==> config.mk <==
export PLATFORM = sky130hd
export DESIGN_NAME = srsc_core
export DESIGN_NICKNAME = d
export VERILOG_FILES = /design/src/verilog/srsc_core.v
export VERILOG_INCLUDE_DIRS = /design/src /design/src/verilog
export SDC_FILE = /design/constraint.sdc
export NUM_CORES = 1
export LEC_CHECK = 0
export BUFFER_PORTS_ARGS = -buffer_cell sky130_fd_sc_hd__buf_2
export CORE_MARGIN = 2
export CORE_UTILIZATION = 60
export CTS_BUF_LIST = sky130_fd_sc_hd__clkbuf_16
export DETAILED_ROUTE_END_ITERATION = 12
export GPL_ROUTABILITY_DRIVEN = 0
export PLACE_DENSITY = 0.86
export SLEW_MARGIN = 20
export SYNTH_ARGS = -nofsm -noshare
export SYNTH_HDL_FRONTEND = slang
export SYNTH_SLANG_ARGS = --single-unit
==> constraint.sdc <==
create_clock -name SYS_CLK -period 7.6 [get_ports SYS_CLK]
set_clock_uncertainty 0.2 [all_clocks]
set_input_delay 0 -clock SYS_CLK [delete_from_list [all_inputs] [get_ports SYS_CLK]]
set_output_delay 0 -clock SYS_CLK [all_outputs]
set_load 0.1 [all_outputs]
==> src/verilog/srsc_defines.vh <==
// Constants for the serial clock and supervisor core
`ifndef SRSC_DEFINES_VH
`define SRSC_DEFINES_VH
`define SRSC_ADDR_W 6
`define SRSC_CAL_LAST 6'h07
`define SRSC_CTRL_ADDR 6'h08
`define SRSC_CTRL_OUT_BIT 7
`define SRSC_USER_BASE 6'h14
`define SRSC_SLAVE_ADDR 7'h68
`define SRSC_CENT_BIT 6
`define SRSC_XTAL_HZ 17'h08000
`define SRSC_HUND_HZ 17'h00064
`define SRSC_BCD_99 8'h99
`define SRSC_BCD_59 8'h59
`define SRSC_BCD_23 6'h23
`define SRSC_BCD_12 8'h12
`define SRSC_BCD_07 8'h07
`define SRSC_BCD_01 8'h01
`define SRSC_BCD_02 8'h02
`define SRSC_BCD_28 8'h28
`define SRSC_BCD_29 8'h29
`define SRSC_BCD_30 8'h30
`define SRSC_BCD_31 8'h31
`define SRSC_DEB_SAMPLES 8'h10
`define SRSC_SYS_MHZ 20
`define SRSC_POR_US 1000
`define SRSC_POR_CYC (`SRSC_POR_US * `SRSC_SYS_MHZ)
`endif

==> src/verilog/srsc_core.v <==
// Serial clock calendar, battery-backed memory and supervisor core
`timescale 1ns/100ps
`default_nettype none
`include "srsc_defines.vh"

module srsc_core #(
  parameter integer POR_CYCLES = `SRSC_POR_CYC,
  parameter integer DEB_SAMPLES = `SRSC_DEB_SAMPLES
) (
  // Clock and reset
  input wire SYS_CLK,
  input wire RESETN,
  // Serial bus
  input wire SCL_IN,
  input wire SDA_IN,
  output reg SDA_OUT,
  output reg SDA_OE_N,
  // Crystal time base
  input wire XTAL_CLK,
  // Supply sense
  input wire POWER_FAIL_IN,
  output reg BATTERY_SELECT_OUT,
  input wire EARLY_FAIL_SENSE_IN_N,
  output reg EARLY_FAIL_FLAG_OUT_N,
  // External memory select
  input wire HOST_MEMORY_SELECT_IN_N,
  output reg GATED_MEMORY_SELECT_OUT_N,
  // Reset inputs and output
  input wire DEBOUNCED_RESET_IN_A_N,
  input wire DEBOUNCED_RESET_IN_B_N,
  output reg RESET_OUT,
  output reg RESET_OE_N,
  // Alarm and test pin
  output reg ALARM_FREQTEST_OUT,
  output reg ALARM_FREQTEST_OE_N
);

  localparam [4:0] ST_IDLE = 5'h01;
  localparam [4:0] ST_DEV = 5'h02;
  localparam [4:0] ST_REG = 5'h04;
  localparam [4:0] ST_WR = 5'h08;
  localparam [4:0] ST_RD = 5'h10;

  ////////////////////////////////////////////////////////////////////////
  // Input synchronisers
  reg [7:0] sync1_ff;
  reg [7:0] sync2_ff;
  reg scl_prev_ff;
  reg sda_prev_ff;
  reg xtal_prev_ff;
  wire scl_s = sync2_ff[0];
  wire sda_s = sync2_ff[1];
  wire xtal_s = sync2_ff[2];
  wire pf_s = sync2_ff[3];
  wire pfi_s = sync2_ff[4];
  wire ex_s = sync2_ff[5];
  wire rsta_s = sync2_ff[6];
  wire rstb_s = sync2_ff[7];
  wire scl_rise = scl_s & ~scl_prev_ff;
  wire scl_fall = ~scl_s & scl_prev_ff;
  wire start_cond = scl_s & scl_prev_ff & ~sda_s & sda_prev_ff;
  wire stop_cond = scl_s & scl_prev_ff & sda_s & ~sda_prev_ff;
  wire xtal_edge = xtal_s & ~xtal_prev_ff;

  always @(posedge SYS_CLK or negedge RESETN) begin
    if (!RESETN) begin
      // Idle pin levels, so no false edge or fail after reset
      sync1_ff <= 8'hF3;
      sync2_ff <= 8'hF3;
      scl_prev_ff <= 1'b1;
      sda_prev_ff <= 1'b1;
      xtal_prev_ff <= 1'b0;
    end else begin
      sync1_ff <= {DEBOUNCED_RESET_IN_B_N, DEBOUNCED_RESET_IN_A_N, HOST_MEMORY_SELECT_IN_N,
                   EARLY_FAIL_SENSE_IN_N, POWER_FAIL_IN, XTAL_CLK, SDA_IN, SCL_IN};
      sync2_ff <= sync1_ff;
      scl_prev_ff <= scl_s;
      sda_prev_ff <= sda_s;
      xtal_prev_ff <= xtal_s;
    end
  end

  ////////////////////////////////////////////////////////////////////////
  // BCD helpers
  function [7:0] bcd_inc;
    input [7:0] v;
    begin
      bcd_inc = (v[3:0] == 4'h9) ? {v[7:4] + 4'h1, 4'h0} : {v[7:4], v[3:0] + 4'h1};
    end
  endfunction

  function [7:0] month_days;
    input [7:0] mon;
    input [7:0] yr;
    input cent;
    reg leap;
    begin
      leap = (yr[4] ? (yr[1:0] == 2'h2) : (yr[1:0] == 2'h0)) && !(yr == 8'h00 && cent);
      case (mon)
        `SRSC_BCD_02: month_days = leap ? `SRSC_BCD_29 : `SRSC_BCD_28;
        8'h04, 8'h06, 8'h09, 8'h11: month_days = `SRSC_BCD_30;
        default: month_days = `SRSC_BCD_31;
      endcase
    end
  endfunction

  ////////////////////////////////////////////////////////////////////////
  // Hundredths tick from crystal edges
  reg [16:0] frac_ff;
  reg tick_ff;
  wire [16:0] frac_sum = frac_ff + `SRSC_HUND_HZ;

  always @(posedge SYS_CLK or negedge RESETN) begin
    if (!RESETN) begin
      frac_ff <= 17'h00000;
      tick_ff <= 1'b0;
    end else begin
      tick_ff <= 1'b0;
      if (xtal_edge) begin
        if (frac_sum >= `SRSC_XTAL_HZ) begin
          frac_ff <= frac_sum - `SRSC_XTAL_HZ;
          tick_ff <= 1'b1;
        end else begin
          frac_ff <= frac_sum;
        end
      end
    end
  end

  ////////////////////////////////////////////////////////////////////////
  // Calendar counters
  reg [7:0] cal_ff [0:7];
  reg [7:0] snap_ff [0:7];
  reg wr_ff;
  reg [5:0] wr_addr_ff;
  reg [7:0] wr_data_ff;
  wire [7:0] c_hs = cal_ff[0];
  wire [7:0] c_sec = cal_ff[1];
  wire [7:0] c_min = cal_ff[2];
  wire [7:0] c_hr = cal_ff[3];
  wire [7:0] c_dow = cal_ff[4];
  wire [7:0] c_date = cal_ff[5];
  wire [7:0] c_mon = cal_ff[6];
  wire [7:0] c_yr = cal_ff[7];
  wire cent = c_hr[`SRSC_CENT_BIT];
  wire cy0 = tick_ff & (c_hs == `SRSC_BCD_99);
  wire cy1 = cy0 & (c_sec == `SRSC_BCD_59);
  wire cy2 = cy1 & (c_min == `SRSC_BCD_59);
  wire cy3 = cy2 & (c_hr[5:0] == `SRSC_BCD_23);
  wire cy4 = cy3 & (c_date == month_days(c_mon, c_yr, cent));
  wire cy5 = cy4 & (c_mon == `SRSC_BCD_12);
  wire cy6 = cy5 & (c_yr == `SRSC_BCD_99);
  wire [7:0] hr_inc = bcd_inc({2'h0, c_hr[5:0]});
  wire wr_cal = wr_ff & (wr_addr_ff <= `SRSC_CAL_LAST);
  integer i;

  always @(posedge SYS_CLK or negedge RESETN) begin
    if (!RESETN) begin
      for (i = 0; i < 8; i = i + 1) begin
        cal_ff[i] <= 8'h00;
      end
      cal_ff[4] <= `SRSC_BCD_01;
      cal_ff[5] <= `SRSC_BCD_01;
      cal_ff[6] <= `SRSC_BCD_01;
    end else if (wr_cal) begin
      cal_ff[wr_addr_ff[2:0]] <= wr_data_ff;
    end else if (tick_ff) begin
      cal_ff[0] <= cy0 ? 8'h00 : bcd_inc(c_hs);
      if (cy0) begin
        cal_ff[1] <= cy1 ? 8'h00 : bcd_inc(c_sec);
      end
      if (cy1) begin
        cal_ff[2] <= cy2 ? 8'h00 : bcd_inc(c_min);
      end
      if (cy2) begin
        cal_ff[3] <= {c_hr[7], cent ^ cy6, cy3 ? 6'h00 : hr_inc[5:0]};
      end
      if (cy3) begin
        // day of week steps at midnight
        cal_ff[4] <= (c_dow == `SRSC_BCD_07) ? `SRSC_BCD_01 : bcd_inc(c_dow);
        cal_ff[5] <= cy4 ? `SRSC_BCD_01 : bcd_inc(c_date);
      end
      if (cy4) begin
        cal_ff[6] <= cy5 ? `SRSC_BCD_01 : bcd_inc(c_mon);
      end
      if (cy5) begin
        cal_ff[7] <= cy6 ? 8'h00 : bcd_inc(c_yr);
      end
    end
  end

  ////////////////////////////////////////////////////////////////////////
  // User copy of the clock and memory
  reg [4:0] st_ff;
  reg [5:0] ptr_ff;
  reg [7:0] mem [0:63];
  wire frozen = (st_ff != ST_IDLE) && (ptr_ff <= `SRSC_CAL_LAST);
  wire [7:0] rd_byte = (ptr_ff <= `SRSC_CAL_LAST) ? snap_ff[ptr_ff[2:0]] : mem[ptr_ff];

  always @(posedge SYS_CLK or negedge RESETN) begin
    if (!RESETN) begin
      for (i = 0; i < 8; i = i + 1) begin
        snap_ff[i] <= 8'h00;
      end
    end else if (!frozen) begin
      for (i = 0; i < 8; i = i + 1) begin
        snap_ff[i] <= cal_ff[i];
      end
    end
  end

  // control and user bytes share storage
  always @(posedge SYS_CLK) begin
    if (wr_ff && wr_addr_ff > `SRSC_CAL_LAST) begin
      mem[wr_addr_ff] <= wr_data_ff;
    end
  end

  ////////////////////////////////////////////////////////////////////////
  // Serial slave
  reg [3:0] bit_ff;
  reg [7:0] sh_ff;
  reg nack_ff;
  reg [4:0] nxt_st;

  always @* begin
    nxt_st = ST_IDLE;
    case (st_ff)
      ST_DEV: nxt_st = sh_ff[0] ? ST_RD : ST_REG;
      ST_REG: nxt_st = ST_WR;
      ST_WR: nxt_st = ST_WR;
      ST_RD: nxt_st = ST_RD;
      default: nxt_st = ST_IDLE;
    endcase
  end

  always @(posedge SYS_CLK or negedge RESETN) begin
    if (!RESETN) begin
      st_ff <= ST_IDLE;
      ptr_ff <= 6'h00;
      bit_ff <= 4'h0;
      sh_ff <= 8'h00;
      nack_ff <= 1'b0;
      SDA_OE_N <= 1'b1;
      wr_ff <= 1'b0;
      wr_addr_ff <= 6'h00;
      wr_data_ff <= 8'h00;
    end else begin
      wr_ff <= 1'b0;
      if (pf_s) begin
        st_ff <= ST_IDLE;
        ptr_ff <= 6'h00;
        SDA_OE_N <= 1'b1;
      end else if (start_cond) begin
        st_ff <= ST_DEV;
        bit_ff <= 4'h0;
        SDA_OE_N <= 1'b1;
      end else if (stop_cond) begin
        st_ff <= ST_IDLE;
        SDA_OE_N <= 1'b1;
      end else if (st_ff != ST_IDLE) begin
        if (scl_rise) begin
          bit_ff <= bit_ff + 4'h1;
          if (bit_ff < 4'h8) begin
            sh_ff <= {sh_ff[6:0], sda_s};
          end else if (st_ff == ST_WR || st_ff == ST_RD) begin
            ptr_ff <= ptr_ff + 6'h01;
            nack_ff <= sda_s;
          end
        end else if (scl_fall) begin
          if (bit_ff == 4'h8) begin
            if (st_ff == ST_RD) begin
              SDA_OE_N <= 1'b1;
            end else if (st_ff == ST_DEV && sh_ff[7:1] != `SRSC_SLAVE_ADDR) begin
              st_ff <= ST_IDLE;
            end else begin
              SDA_OE_N <= 1'b0;
              if (st_ff == ST_REG) begin
                ptr_ff <= sh_ff[5:0];
              end
              if (st_ff == ST_WR) begin
                wr_ff <= 1'b1;
                wr_addr_ff <= ptr_ff;
                wr_data_ff <= sh_ff;
              end
            end
          end else if (bit_ff == 4'h9) begin
            bit_ff <= 4'h0;
            st_ff <= nxt_st;
            SDA_OE_N <= 1'b1;
            if (nxt_st == ST_RD) begin
              if (st_ff == ST_RD && nack_ff) begin
                st_ff <= ST_IDLE;
              end else begin
                sh_ff <= rd_byte;
                SDA_OE_N <= rd_byte[7];
              end
            end
          end else if (st_ff == ST_RD) begin
            // Shift register already moved the next bit to the top
            SDA_OE_N <= sh_ff[7];
          end
        end
      end
    end
  end

  ////////////////////////////////////////////////////////////////////////
  // Supervisor: supply, memory gate, resets
  reg [7:0] deb_a_ff;
  reg [7:0] deb_b_ff;
  reg [31:0] por_ff;
  wire deb_a_hit = (deb_a_ff == DEB_SAMPLES[7:0]);
  wire deb_b_hit = (deb_b_ff == DEB_SAMPLES[7:0]);

  always @(posedge SYS_CLK or negedge RESETN) begin
    if (!RESETN) begin
      deb_a_ff <= 8'h00;
      deb_b_ff <= 8'h00;
      por_ff <= 32'h00000000;
      SDA_OUT <= 1'b0;
      BATTERY_SELECT_OUT <= 1'b0;
      EARLY_FAIL_FLAG_OUT_N <= 1'b1;
      GATED_MEMORY_SELECT_OUT_N <= 1'b1;
      RESET_OUT <= 1'b0;
      RESET_OE_N <= 1'b0;
      ALARM_FREQTEST_OUT <= 1'b0;
      ALARM_FREQTEST_OE_N <= 1'b1;
    end else begin
      SDA_OUT <= 1'b0;
      if (rsta_s) begin
        deb_a_ff <= 8'h00;
      end else if (xtal_edge && !deb_a_hit) begin
        deb_a_ff <= deb_a_ff + 8'h01;
      end
      if (rstb_s) begin
        deb_b_ff <= 8'h00;
      end else if (xtal_edge && !deb_b_hit) begin
        deb_b_ff <= deb_b_ff + 8'h01;
      end
      if (pf_s) begin
        por_ff <= 32'h00000000;
      end else if (por_ff < POR_CYCLES) begin
        por_ff <= por_ff + 32'h00000001;
      end
      // battery takes over on supply loss
      BATTERY_SELECT_OUT <= pf_s;
      EARLY_FAIL_FLAG_OUT_N <= pfi_s;
      GATED_MEMORY_SELECT_OUT_N <= pf_s | ex_s;
      RESET_OUT <= 1'b0;
      RESET_OE_N <= ~(deb_a_hit | deb_b_hit | pf_s | (por_ff < POR_CYCLES));
      ALARM_FREQTEST_OUT <= 1'b0;
      if (wr_ff && wr_addr_ff == `SRSC_CTRL_ADDR) begin
        ALARM_FREQTEST_OE_N <= wr_data_ff[`SRSC_CTRL_OUT_BIT];
      end
    end
  end

endmodule // srsc_core

`default_nettype wire

==> impl_metrics.yaml <==
detailed_routing:
  drt_iter0_markers: 2774
  dr_top_layer: "met4"
  number_of_vias_per_cell_after_detailed_routing: 6.93
  ant_nets: 0
  final_routed_wirelength_mm: 78.3
  met3_wirelength_mm: 9.54
  detailroute.wirelength.met2_mm: 37.1
  drt_pass1_iterations: 6
  route.vias.total: 19300
  met1_layer_wirelength_in_the_final_routing_mm: 27.3
  wire_per_inst_um: 28.2
  drc: 0
run:
  drv_cap: 0
floorplan:
  initial_standard_cell_utilization_of_the_core_pct: 60.7
  placement_rows: 82
  design.die.area_um2: 52400
  width_of_the_chip_um: 229
  floorplan.io_pins: 19
  die-height_um: 229
  coreArea_um2: 50100
synthesis:
  avgSynthCellArea_um2: 15.0
  postSynthCellCount: 2027
  synth.yosys.seq_area_share_pct: 65.5
  synthMostInstantiatedCell: "sky130_fd_sc_hd__edfxtp_1"
  netlist.top_cell.by_area: "sky130_fd_sc_hd__edfxtp_1"
  synth_common_cells: "sky130_fd_sc_hd__edfxtp_1 (448), sky130_fd_sc_hd__dfrtp_1 (234), sky130_fd_sc_hd__nor2_1 (177)"
  synth_enable_flop_cells: 448
  synth.cell_area_um2: 30400
  synth-warning-count: 0
  synth.distinct_cells: 80
  synth.ff_latch_count: 704
  synth-main-ff-cell: "sky130_fd_sc_hd__edfxtp_1"
  asyncSetResetFlopFracSynth_pct: 36.4
  synth_top_cell_area_share_pct: 44.3
  synthTopCellsByArea: "sky130_fd_sc_hd__edfxtp_1 (44%), sky130_fd_sc_hd__dfrtp_1 (19%), sky130_fd_sc_hd__mux4_2 (11%), sky130_fd_sc_hd__mux2_2 (2.3%), sky130_fd_sc_hd__nor2_1 (2.2%)"
timing:
  timing.fmax_ghz: 0.241
  setup-violations-final: 0
  timing_max_transition_violations_final: 0
  final_period_minus_worst_setup_slack_ns: 4.15
  timing.final.crit_share_pct: 54.6
  worst_slew_pin_slew_ns: 1.18
  timing.max_slew.rel_slack_pct: 21.1
  fin_tns_setup_ns: 0
  finalHoldViolCount: 0
  rsz0062_at_grt: "false"
hold_path:
  min-delay-start: "sync2_ff[4]$_DFF_PN1_"
  hold_path_class: "reg2reg"
clock_network:
  cts_resized: 0
  cts.repair_timing.setup_buffer_count: 0
  cts.sink_count: 704
  tritoncts: "yes"
  clockBufferDepth: 3
  clock_tree.htree_level_count: 3
  worst_skew_pair.late_latency_ns: 0.62
  cts-root-buf: "sky130_fd_sc_hd__clkbuf_16"
  worst_setup_hold_path_clk_slew_ns: 0.06
  total_clock_buffers_created_by_cts: 70
worst_setup_path:
  path_class: "reg2reg"
  startpoint_type: "flip-flop"
  timing.rr.start: "ptr_ff[0]$_DFFE_PN0P_"
  arrival_ns: 4.41
  end_kind: "flip-flop"
  worst-path-max-fanout: 50
  worst_setup_path_startpoint: "ptr_ff[0]$_DFFE_PN0P_"
  worst-endpoint-required_ns: 7.86
pwr:
  power.ir.vdd_worst_uv: 173
  powerDensity_nw_per_um2: 242
  power_leakage_nw: 11.2
cells_and_area:
  finish.net_count: 2103
  area_growth_syn_to_layout_pct: 10.7
  layout-drive-gt1-share_pct: 19.0
  stdcell_count: 2780
grt:
  grt_pass1_vias: 19400
  grt_max_degree: 100
  global_route_total_usage_across_every_layer_pct: 30.5
  grt_antenna_before_repair: 1
  grt_remaining_overflow: 0
  grt_first_pass_wirelength_mm: 120
outcome:
  status: "completed"
placement:
  dp.final_hpwl_mm: 44.6
  placed_cells: 2631
  numPortBuffers: 15
final timing paths:
kind | endpoint | slack, ns | cells past startpoint
max reg2reg | sh_ff[2]$_DFFE_PN0P_ | 3.45 | 8
min reg2reg | EARLY_FAIL_FLAG_OUT_N$_DFF_PN1_ | 0.15 | 0
min | EARLY_FAIL_FLAG_OUT_N$_DFF_PN1_ | 0.15 | 0
max | sh_ff[2]$_DFFE_PN0P_ | 3.45 | 8
max in group asynchronous | c_dow[6]$_DFFE_PN0P_ | 5.77 | 4
min in group asynchronous | c_min[2]$_DFFE_PN0P_ | 0.25 | 3
critical path: stages (launching register included):
cell and delay [ns]:
sky130_fd_sc_hd__dfrtp_4 1.08, sky130_fd_sc_hd__buf_4 0.48, sky130_fd_sc_hd__buf_4 0.52, sky130_fd_sc_hd__mux4_2 0.58, sky130_fd_sc_hd__mux2i_1 0.26, sky130_fd_sc_hd__o22ai_1 0.22
sky130_fd_sc_hd__a211o_1 0.33, sky130_fd_sc_hd__o22ai_1 0.15, sky130_fd_sc_hd__o21ai_1 0.10
registers in the layout, summed over array words and instances, names as in the netlist, 15 cells and up:
register  count
por_ff       32
mem         448
snap_ff      64
frac_ff      15
layout by cell type (no fill, tap or decap), types with 11 or more instances in the layout:
cell type / instances
sky130_fd_sc_hd__xor2_1: 26
sky130_fd_sc_hd__xnor2_1: 17
sky130_fd_sc_hd__nor4_1: 13
sky130_fd_sc_hd__a21oi_1: 63
sky130_fd_sc_hd__mux4_2: 151
sky130_fd_sc_hd__clkinv_2: 15
sky130_fd_sc_hd__o22ai_1: 19
sky130_fd_sc_hd__and3_1: 14
sky130_fd_sc_hd__clkinv_1: 11
sky130_fd_sc_hd__nand2_1: 117
sky130_fd_sc_hd__dlygate4sd3_1: 18
sky130_fd_sc_hd__inv_1: 60
sky130_fd_sc_hd__o21ai_1: 18
sky130_fd_sc_hd__nand3b_1: 14
sky130_fd_sc_hd__dfstp_2: 22
sky130_fd_sc_hd__nand4_1: 13
sky130_fd_sc_hd__mux2_2: 63
sky130_fd_sc_hd__buf_2: 14
sky130_fd_sc_hd__nor2b_1: 32
sky130_fd_sc_hd__a22o_1: 14
sky130_fd_sc_hd__edfxtp_1: 448
sky130_fd_sc_hd__nor3_1: 42
sky130_fd_sc_hd__dfrtp_1: 223
sky130_fd_sc_hd__nand2b_1: 13
sky130_fd_sc_hd__o21ai_0: 75
sky130_fd_sc_hd__clkbuf_16: 76
sky130_fd_sc_hd__nor3b_1: 11
sky130_fd_sc_hd__ha_1: 43
sky130_fd_sc_hd__mux2i_1: 23
sky130_fd_sc_hd__nand3_1: 52
sky130_fd_sc_hd__nor2_1: 175
sky130_fd_sc_hd__or3_1: 15
sky130_fd_sc_hd__buf_4: 21
report_power, final:
part           switching [W]  leakage (nW)  total, W  internal, W
logic               0.000241          3.19  0.000419     0.000179
clock network        0.00149          1.20   0.00350      0.00201
registers           0.000105          6.77   0.00421      0.00411
total                0.00183          11.2   0.00813      0.00630
timing repair:
item	4_1_cts	5_1_grt
hold endpoints to repair	144	0
endpoints found under the setup margin	0	0
hold buffers	19	0
area by class of cell:
type | instances | area [um^2]
Inverter | 46 | 173
Tap cell | 672 | 841
Timing Repair Buffer | 55 | 450
Clock inverter | 53 | 410
Sequential cell | 704 | 19900
Clock buffer | 76 | 1900
Antenna cell | 1 | 2.50
Fill cell | 3064 | 16400
Multi-Input combinational cell | 1173 | 9940
metal layers:
metal  up-vias  GRT usage [%]
met3       322           7.84
met4         0           16.2
met2      1503           48.0
met1      9616           39.6
met5         -              0
li1       7829              -
per-stage QoR:
step | instance area [um^2] | total power [W] | utilization, % | worst slack, ns | hold slack (ns)
floorplan | 30400 | 0.00456 | - | 4.50 | -0.496
global placement | 31100 | 0.00466 | 62.1 | 3.65 | -0.0950
detailed placement | 31100 | 0.00469 | 62.1 | 3.51 | -0.0938
CTS | 33600 | 0.00814 | 67.1 | 3.43 | 0.155
global route | 33600 | 0.00833 | 67.2 | 3.20 | 0.158
finish | 33600 | 0.00813 | 67.2 | 3.45 | 0.154
cells by family after synthesis:
| group | count (synthesis) | synth area share (%) |
|---|---|---|
| compound gates | 293 | 6.24 |
| xor+xnor | 43 | 1.24 |
| fa+ha+maj | 43 | 1.77 |
| buf+inv | 152 | 1.95 |
| flops | 704 | 65.5 |
| mux | 240 | 14.4 |
| other cells | 1 | 0.0123 |
| simple gates | 551 | 8.91 |
(Power assumes the default switching activity.)
